## src/cllc_defs.svh

```systemverilog
/*
  Holds the addresses, bit positions and reset values of the core low-level control register bank.
  Assumes it is included once per compilation unit, by its bare name.
*/
`ifndef CLLC_DEFS_SVH
`define CLLC_DEFS_SVH

// ----------------------------------------
// register addresses
// ----------------------------------------
`define CLLC_ADDR_IE       12'h304
`define CLLC_ADDR_IP       12'h344
`define CLLC_ADDR_CGC      12'h7f8
`define CLLC_ADDR_FDC      12'h7f9

// ----------------------------------------
// feature disable fields
// ----------------------------------------
`define CLLC_FDC_QOS_HI    18
`define CLLC_FDC_QOS_LO    16
`define CLLC_FDC_DUAL      10
`define CLLC_FDC_ECC       8
`define CLLC_FDC_ALU2      7
`define CLLC_FDC_SEPD      6
`define CLLC_FDC_NBLK      5
`define CLLC_FDC_FDIV      4
`define CLLC_FDC_BPRED     3
`define CLLC_FDC_COAL      2
`define CLLC_FDC_PIPE      0
`define CLLC_QOS_RST       3'h7

// ----------------------------------------
// clock gate override fields
// ----------------------------------------
`define CLLC_CGC_HI        8
`define CLLC_CGC_RST       9'h000

// ----------------------------------------
// interrupt enable / pending fields
// ----------------------------------------
`define CLLC_IRQ_CE        30
`define CLLC_IRQ_EXT       11
`define CLLC_IRQ_TMR       7
`define CLLC_IRQ_SW        3

`endif

```

## src/cllc_pkg.sv

```systemverilog
/*
  Holds the state type of the core low-level control register bank.
  Assumes cllc_defs.svh is in the include path.
*/
package cllc_pkg;

  // ----------------------------------------
  // whole register state of the bank
  // ----------------------------------------
  typedef struct packed {
    logic [2:0]  dma_qos;
    logic        dual_issue_off;
    logic        ecc_chk_off;
    logic        alu2_off;
    logic        se_posted_off;
    logic        nonblock_off;
    logic        fast_div_off;
    logic        bpred_off;
    logic        coalesce_off;
    logic        pipelining_off;
    logic [8:0]  cg_override;
    logic        ce_ie;
    logic        ext_ie;
    logic        tmr_ie;
    logic        sw_ie;
    logic [2:0]  irq_meta;
    logic [2:0]  irq_sync;
    logic [31:0] rdata;
    logic        hit;
  } cllc_state_t;

endpackage : cllc_pkg

```

## src/cllc_csrs.sv

```systemverilog
/*
  Core low-level control register bank: feature disable, clock gate override,
  interrupt enable and interrupt pending, reached through the core CSR port.
  Assumes the CSR port is driven from logic on i_ref_clk and that the three
  interrupt request lines may come from other domains or pins.
*/
`include "cllc_defs.svh"

module cllc_csrs
  import cllc_pkg::*;
#(
  parameter int BUS_AXI = 1
) (
  input  wire logic        i_ref_clk,
  input  wire logic        i_nrst,
  input  wire logic        i_csr_rd_en,
  input  wire logic        i_csr_wr_en,
  input  wire logic [11:0] i_csr_addr,
  input  wire logic [31:0] i_csr_wdata,
  input  wire logic        i_ce_irq,
  input  wire logic        i_ext_irq,
  input  wire logic        i_tmr_irq,
  output logic      [31:0] o_csr_rdata,
  output logic             o_csr_hit,
  output logic      [2:0]  o_dma_qos,
  output logic             o_dual_issue_off,
  output logic             o_ecc_chk_off,
  output logic             o_alu2_off,
  output logic             o_se_store_blocking,
  output logic             o_se_load_blocking,
  output logic             o_nonblock_off,
  output logic             o_fast_div_off,
  output logic             o_bpred_off,
  output logic             o_coalesce_off,
  output logic             o_pipelining_off,
  output logic      [8:0]  o_cg_override,
  output logic             o_ce_irq_req,
  output logic             o_ext_irq_req,
  output logic             o_tmr_irq_req
);

  // ----------------------------------------
  // build checks
  // ----------------------------------------
  generate
    if (BUS_AXI != 0 && BUS_AXI != 1) begin : g_bad_bus
      $error("BUS_AXI must be 0 or 1");
    end
  endgenerate

  localparam logic SEPD_RST = (BUS_AXI == 1) ? 1'b1 : 1'b0;

  cllc_state_t st_r;
  cllc_state_t st_nxt;
  logic [31:0] fdc_word;
  logic [31:0] cgc_word;
  logic [31:0] ie_word;
  logic [31:0] ip_word;

  // ----------------------------------------
  // read views, only legal bits populated
  // ----------------------------------------
  always_comb begin
    fdc_word = 32'h0000_0000;
    fdc_word[`CLLC_FDC_QOS_HI:`CLLC_FDC_QOS_LO] = st_r.dma_qos;
    fdc_word[`CLLC_FDC_DUAL]  = st_r.dual_issue_off;
    fdc_word[`CLLC_FDC_ECC]   = st_r.ecc_chk_off;
    fdc_word[`CLLC_FDC_ALU2]  = st_r.alu2_off;
    fdc_word[`CLLC_FDC_SEPD]  = st_r.se_posted_off;
    fdc_word[`CLLC_FDC_NBLK]  = st_r.nonblock_off;
    fdc_word[`CLLC_FDC_FDIV]  = st_r.fast_div_off;
    fdc_word[`CLLC_FDC_BPRED] = st_r.bpred_off;
    fdc_word[`CLLC_FDC_COAL]  = st_r.coalesce_off;
    fdc_word[`CLLC_FDC_PIPE]  = st_r.pipelining_off;
    cgc_word = 32'h0000_0000;
    cgc_word[`CLLC_CGC_HI:0] = st_r.cg_override;
    ie_word = 32'h0000_0000;
    ie_word[`CLLC_IRQ_CE]  = st_r.ce_ie;
    ie_word[`CLLC_IRQ_EXT] = st_r.ext_ie;
    ie_word[`CLLC_IRQ_TMR] = st_r.tmr_ie;
    ie_word[`CLLC_IRQ_SW]  = st_r.sw_ie;
    ip_word = 32'h0000_0000;
    ip_word[`CLLC_IRQ_CE]  = st_r.irq_sync[2];
    ip_word[`CLLC_IRQ_EXT] = st_r.irq_sync[1];
    ip_word[`CLLC_IRQ_TMR] = st_r.irq_sync[0];
  end

  // ----------------------------------------
  // next state
  // ----------------------------------------
  always_comb begin
    st_nxt = st_r;

    // request levels pass two flops; pending lags the pins by two cycles
    st_nxt.irq_meta = {i_ce_irq, i_ext_irq, i_tmr_irq};
    st_nxt.irq_sync = st_r.irq_meta;

    // writes keep only the legal bits, the rest is dropped
    if (i_csr_wr_en) begin
      case (i_csr_addr)
        `CLLC_ADDR_FDC: begin
          st_nxt.dma_qos        = i_csr_wdata[`CLLC_FDC_QOS_HI:`CLLC_FDC_QOS_LO];
          st_nxt.dual_issue_off = i_csr_wdata[`CLLC_FDC_DUAL];
          st_nxt.ecc_chk_off    = i_csr_wdata[`CLLC_FDC_ECC];
          st_nxt.alu2_off       = i_csr_wdata[`CLLC_FDC_ALU2];
          st_nxt.se_posted_off  = i_csr_wdata[`CLLC_FDC_SEPD];
          st_nxt.nonblock_off   = i_csr_wdata[`CLLC_FDC_NBLK];
          st_nxt.fast_div_off   = i_csr_wdata[`CLLC_FDC_FDIV];
          st_nxt.bpred_off      = i_csr_wdata[`CLLC_FDC_BPRED];
          st_nxt.coalesce_off   = i_csr_wdata[`CLLC_FDC_COAL];
          st_nxt.pipelining_off = i_csr_wdata[`CLLC_FDC_PIPE];
        end
        `CLLC_ADDR_CGC: begin
          st_nxt.cg_override = i_csr_wdata[`CLLC_CGC_HI:0];
        end
        `CLLC_ADDR_IE: begin
          st_nxt.ce_ie  = i_csr_wdata[`CLLC_IRQ_CE];
          st_nxt.ext_ie = i_csr_wdata[`CLLC_IRQ_EXT];
          st_nxt.tmr_ie = i_csr_wdata[`CLLC_IRQ_TMR];
          st_nxt.sw_ie  = i_csr_wdata[`CLLC_IRQ_SW];
        end
        default: begin
          // pending register is read-only; other addresses ignored
          st_nxt.hit = st_r.hit;
        end
      endcase
    end

    // read data is registered: one cycle after the request
    st_nxt.rdata = 32'h0000_0000;
    st_nxt.hit   = 1'b0;
    if (i_csr_rd_en) begin
      case (i_csr_addr)
        `CLLC_ADDR_FDC: begin
          st_nxt.rdata = fdc_word;
          st_nxt.hit   = 1'b1;
        end
        `CLLC_ADDR_CGC: begin
          st_nxt.rdata = cgc_word;
          st_nxt.hit   = 1'b1;
        end
        `CLLC_ADDR_IE: begin
          st_nxt.rdata = ie_word;
          st_nxt.hit   = 1'b1;
        end
        `CLLC_ADDR_IP: begin
          st_nxt.rdata = ip_word;
          st_nxt.hit   = 1'b1;
        end
        default: begin
          st_nxt.rdata = 32'h0000_0000;
        end
      endcase
    end
  end

  // ----------------------------------------
  // state register
  // ----------------------------------------
  always_ff @(posedge i_ref_clk or negedge i_nrst) begin
    if (!i_nrst) begin
      st_r                <= '0;
      st_r.dma_qos        <= `CLLC_QOS_RST;
      st_r.se_posted_off  <= SEPD_RST;
    end else begin
      st_r <= st_nxt;
    end
  end

  // ----------------------------------------
  // outputs
  // ----------------------------------------
  // software fences around feature writes, so changes land mid-stream safely
  assign o_csr_rdata         = st_r.rdata;
  assign o_csr_hit           = st_r.hit;
  assign o_dma_qos           = st_r.dma_qos;
  assign o_dual_issue_off    = st_r.dual_issue_off;
  assign o_ecc_chk_off       = st_r.ecc_chk_off;
  assign o_alu2_off          = st_r.alu2_off;
  assign o_se_store_blocking = st_r.se_posted_off;
  assign o_se_load_blocking  = 1'b1;
  assign o_nonblock_off      = st_r.nonblock_off;
  assign o_fast_div_off      = st_r.fast_div_off;
  assign o_bpred_off         = st_r.bpred_off;
  assign o_coalesce_off      = st_r.coalesce_off;
  assign o_pipelining_off    = st_r.pipelining_off;
  assign o_cg_override       = st_r.cg_override;
  // there is no software interrupt request output, so sw_ie only reaches the enable readback
  assign o_ce_irq_req        = st_r.irq_sync[2] & st_r.ce_ie;
  assign o_ext_irq_req       = st_r.irq_sync[1] & st_r.ext_ie;
  assign o_tmr_irq_req       = st_r.irq_sync[0] & st_r.tmr_ie;

endmodule : cllc_csrs

```

## config.mk

```make
export PLATFORM = sky130hd
export DESIGN_NAME = cllc_csrs
export DESIGN_NICKNAME = d
export VERILOG_FILES = /design/src/cllc_pkg.sv /design/src/cllc_csrs.sv
export VERILOG_INCLUDE_DIRS = /design/src
export SDC_FILE = /design/constraint.sdc
export NUM_CORES = 1
export LEC_CHECK = 0
export BUFFER_PORTS_ARGS = -buffer_cell sky130_fd_sc_hd__buf_2
export CAP_MARGIN = 20
export CORE_UTILIZATION = 46
export CTS_BUF_LIST = sky130_fd_sc_hd__clkbuf_4
export DETAILED_ROUTE_END_ITERATION = 7
export PLACE_DENSITY_LB_ADDON = 0.05
export SETUP_SLACK_MARGIN = 0.4
export SKIP_LAST_GASP = 1
export SYNTH_ARGS = -nofsm -noshare
export SYNTH_HDL_FRONTEND = slang
export SYNTH_SLANG_ARGS = --single-unit
```

## constraint.sdc

```tcl
create_clock -name i_ref_clk -period 1.5 [get_ports i_ref_clk]
set_clock_uncertainty 0.15 [all_clocks]
set_input_delay 0.075 -clock i_ref_clk [delete_from_list [all_inputs] [get_ports i_ref_clk]]
set_output_delay 0.075 -clock i_ref_clk [all_outputs]
set_load 0.05 [all_outputs]
```

==> results of run 1 <==
through the flow:
stage | hold WS, ps | worst slack (ps) | cells
after global placement | -125 | -116 | 287
after floorplan | -371 | -54.4 | 168
after global routing | 34.6 | 136 | 346
after detailed placement | -114 | -170 | 287
after CTS | 11.9 | 169 | 341
final | 17.5 | 186 | 346
cells in the mapped netlist (all sizes together):
master,instances
and4bb,1
nand4b,1
nand4,1
and4,2
or4b,1
nor4b,1
clkbuf,1
and2,3
nor3,3
nor4,6
or3,1
mux2i,9
nor2b,1
buf,22
o21a,3
nor3b,1
mux2,27
nand4bb,1
conb,2
nand2,1
nor2,6
and3,7
dfstp,4
and4b,1
nand2b,2
dfrtp,43
nand3,1
layer usage:
layer / up-vias / wire [µm]
met2: 84 / 3190
li1: 782 / -
met5: - / 0
met3: 17 / 297
met1: 884 / 2340
met4: 0 / 119
power breakdown:
group	switching, W	total, W	leakage, nW	internal (W)
clock	0.000413	0.000594	0.0330	0.000182
sequential	0.00000609	0.00129	0.628	0.00128
combinational	0.000223	0.000364	1.17	0.000141
total	0.000642	0.00224	1.83	0.00160
flip-flops by register name, indices dropped and copies added (netlist names):
name and flops:
ie_word 4, ip_word 3, o_alu2_off 1, o_bpred_off 1
o_cg_override 9, o_coalesce_off 1, o_csr_hit 1, o_csr_rdata 15
o_dma_qos 3, o_dual_issue_off 1, o_ecc_chk_off 1, o_fast_div_off 1
o_nonblock_off 1, o_pipelining_off 1, o_se_store_blocking 1, st_nxt 3
layout make-up:
cell class,count,share of cell area [%]
Clock inverter,3,0.488
Multi-Input combinational cell,98,27.8
Timing Repair Buffer,141,36.0
Clock buffer,5,1.05
Sequential cell,47,32.9
Tap cell,52,1.81
worst paths after layout:
kind                                                   endpoint  slack (ps)
worst min-delay path                   o_csr_rdata[3]$_DFF_PN0_          20
min in group i_ref_clk                 o_csr_rdata[1]$_DFF_PN0_         100
worst min register to register             ip_word[7]$_DFF_PN0_         220
worst max register to register         o_csr_rdata[3]$_DFF_PN0_         270
max in group asynchronous       o_se_store_blocking$_DFFE_PN1P_         580
worst max-delay path                               o_dma_qos[1]         190
logic make-up after synthesis:
group           count (synthesis)  share of synthesized area (%)
mux                            36                           18.9
flops                          47                           56.7
buf+inv                        23                           8.16
compound gates                  3                           1.08
other cells                     2                          0.360
simple gates                   41                           14.8
repair_timing:
item,in CTS,in global routing
endpoints found under the setup margin,64,72
buffers inserted,25,4
pin swaps,3,5
resized for setup,100,26
hold buffers,21,0
endpoints found under the hold margin,81,0
cloned,0,1
==> out/metrics.cfg, run 1 <==
[status]
status = completed

[power_and_ir_drop]
p_total_w = 0.00224
ir_worst_vdd_v = 0.000557
p_leak_nw = 1.83
power_density_mw_per_mm2 = 625

[placed_design]
dp_hpwl_um = 3590
portBuffers = 73
place.gp.congestion = 0.768
place_area_mm2 = 0.00262

[critical_path]
r2r-start = o_bpred_off$_DFFE_PN0P_
crit_buf_inv = 1
worstSetupStartpoint = o_dma_qos[1]$_DFFE_PN1P_
cp-end-kind = output pin
cp_slowest_cell = dfstp_2
worstSetupPathType = reg2out
cp_max_fo = 2
r2r_cells = 4
path_cells = buf_8
crit_family = flip-flops
cp.required_ps = 1270
start_kind = flop
crit_path_max_incr_delay_ps = 580
worstPathArrival_ps = 1090
crit_cells = 1

[clock_network]
clock_latency_ps = 360
cts_buffers = 5
cts_sinks = 47
h-tree-depth = 2
clkTransAtPathRegs_ps = 140
clockRootBuffer = clkbuf_4
cts_max_path_buffers = 2
cts_tree = yes

[sta]
slew_violations = 0
setup_viol = 0
hold_viol_final = 0
rsz0062_at_grt = true
timing.setup.tns_ps = 0
min_period_ps = 1310
period_share_pct = 87.6
clock.fmax_mhz = 761

[finish]
final_cell_area_mm2 = 0.00359
layout_commonest_cell = buf_6
layout_common_cells = 46 x buf_6, 43 x dfrtp_1, 35 x buf_4
multiInputGateArea_um2 = 998
drive_gt1_share_pct = 60.5
nets = 344
areaGrowthSynthToFinish_pct = 72.3
final_util_pct = 82.5
nFillCells = 250
antenna_cells = 0
regArea_mm2 = 0.00118

[yosys]
synthCells = 152
avgSynthCellArea_um2 = 13.7
synth_cell_type_count = 30
ys_seq_area_share_pct = 56.7
ys_warn_count = 0
synthTopCellsByArea = dfrtp_1 52%, mux2_2 15%, buf_4 7.2%, dfstp_2 5.0%, mux2i_1 4.3%
yosys.area.top_type = dfrtp_1
netlist_area_mm2 = 0.00208
ys_ff_latch = 47
synth_top_area_share_pct = 51.6

[global_route]
grt_use_met3_pct = 5.81
antenna_found_initial = 0
grtUsageMet1_pct = 30.1
grt_use_met2_pct = 42.8
grt.busiest_layer = met2
track_usage_pct = 24.7
overflow = 0
grt_pass1_wl_um = 9190
grt_max_degree = 20
grt_pass1_vias = 1842

[floorplanning]
fp-row-count = 24
start_util_pct = 47.9
core-area_mm2 = 0.00435
chipHeight_um = 69.3
ios = 109
die_area_mm2 = 0.00480
die_w_um = 69.3

[route]
dr.pass1.iters = 4
wl_per_cell_um = 17.2
drt_iter0_drc = 99
drt-total-wl_um = 5940
drc = 0
vias_per_cell = 5.11
vias = 1767
ant_nets = 0

[run]
cap_violations = 0

[hold_path]
min_path_type = in2async

Note: power is estimated with default switching activity, not from simulation.
==> run 2: changes to the inputs <==
CORE_UTILIZATION = 50   (was 46)
clock period = 1.55 ns   (was 1.5 ns; I/O delays follow)
==> out/metrics.cfg, run 2 (same netlist as run 1, synthesis figures left out) <==
[status]
status = completed

[sta]
worst_slack_ps = 224
timing.setup.tns_ps = 0
setup_viol = 0
tightest_slew_ps = 569
slew_violations = 0
hold_viol_final = 0
slew_headroom_pct = 62.1
period_share_pct = 85.6
min_period_ps = 1330
clock.fmax_mhz = 754
rsz0062_at_grt = true

[floorplanning]
core-area_mm2 = 0.00400
start_util_pct = 52.1
die_w_um = 66.6
chipHeight_um = 66.6
fp-row-count = 23
ios = 109
die_area_mm2 = 0.00443

[clock_network]
cts_sinks = 47
h-tree-depth = 2
cts_buffers = 5
clock_latency_ps = 370
clockRootBuffer = clkbuf_4
clkTransAtPathRegs_ps = 150
cts_max_path_buffers = 2
cts_tree = yes

[finish]
final_cell_area_mm2 = 0.00344
drive_gt1_share_pct = 57.5
largest_reg_flops = 15
layout_commonest_cell = dfrtp_1
antenna_cells = 0
areaGrowthSynthToFinish_pct = 65.1
final_util_pct = 86.0
nFillCells = 198
layout_common_cells = 43 x dfrtp_1, 41 x buf_6, 31 x buf_2
nets = 335

[placed_design]
place_ws_ps = -152
dp_hpwl_um = 3310
portBuffers = 73
place.gp.congestion = 0.769
place_area_mm2 = 0.00260

[power_and_ir_drop]
ir_worst_vdd_v = 0.000585
power_density_mw_per_mm2 = 627
p_leak_nw = 1.75

[route]
wl_per_cell_um = 16.4
vias = 1684
dr.pass1.iters = 4
drt_iter0_drc = 107
drc = 0
drt-total-wl_um = 5500
ant_nets = 0
vias_per_cell = 5.03

[global_route]
grt_pass1_wl_um = 8090
antenna_found_initial = 0
grt_pass1_vias = 1746
grt_max_degree = 25
overflow = 0
track_usage_pct = 25.3

[critical_path]
crit_buf_inv = 1
cp_slowest_cell = dfstp_2
crit_family = flip-flops
start_kind = flop
cp-end-kind = output pin
worstPathArrival_ps = 1100
worstSetupPathType = reg2out
crit_path_max_incr_delay_ps = 590
path_cells = buf_8
cp.required_ps = 1320
cp_max_fo = 2
r2r_slack_ps = 340

[run]
cap_violations = 0

[hold_path]
min_path_type = in2reg

run 2: per-stage QoR:
step,total power (W),std cells,hold slack [ps]
floorplan,0.00146,168,-368
CTS,0.00214,330,2.23
global route,0.00223,335,14.3
finish,0.00216,335,19.6
global placement,0.00152,281,-67.7
detailed placement,0.00153,281,-52.4
run 2: layer usage:
layer / GRT usage (%) / part of all wire (%) / wire (µm) / up-vias
met5: 0 / 0 / 0 / -
met4: 11.4 / 1.5 / 84 / 0
met3: 4.11 / 5.3 / 293 / 9
met2: 44.2 / 53 / 2920 / 82
met1: 30.4 / 40 / 2200 / 826
li1: - / - / - / 767
run 2: cell type report:
class / count / area, µm² / share of cell area (%)
clock inverter: 3 / 20.0 / 0.582
clock buffer: 5 / 37.5 / 1.09
timing repair buffer: 132 / 1200 / 34.9
tap: 50 / 62.6 / 1.82
multi-input combinational: 98 / 937 / 27.2
sequential: 47 / 1180 / 34.3
run 2: what timing repair did:
| action | in CTS | in global routing |
|---|---|---|
| resized for setup | 88 | 17 |
| hold buffers | 22 | 0 |
| gates cloned | 0 | 1 |
| buffers inserted | 19 | 4 |
| hold endpoints to repair | 83 | 0 |
| setup endpoints to repair | 61 | 54 |
| pin swaps | 3 | 4 |
run 2: worst paths after layout:
| check | cells after the start | end | from |
|---|---|---|---|
| max in group asynchronous | 3 | st_nxt[34]$_DFF_PN0_ | i_nrst |
| min | 3 | o_csr_rdata[17]$_DFF_PN0_ | i_csr_addr[0] |
| min in group asynchronous | 2 | o_cg_override[2]$_DFFE_PN0P_ | i_nrst |
| max reg2reg | 3 | o_csr_rdata[11]$_DFF_PN0_ | ie_word[11]$_DFFE_PN0P_ |
| min reg2reg | 0 | ip_word[11]$_DFF_PN0_ | st_nxt[34]$_DFF_PN0_ |
| max | 1 | o_se_store_blocking | o_se_store_blocking$_DFFE_PN1P_ |
run 2: worst register-to-register path, stage by stage, from the launching register on:
cell and delay, ps:
dfrtp_1 410, buf_4 140, mux2_2 250, and3_4 170
run 2: report_power, final:
part           leakage (nW)  switching (W)  internal, W  total (W)
sequential            0.628     0.00000637      0.00124    0.00124
combinational          1.10       0.000205     0.000128   0.000333
clock                0.0288       0.000406     0.000175   0.000581
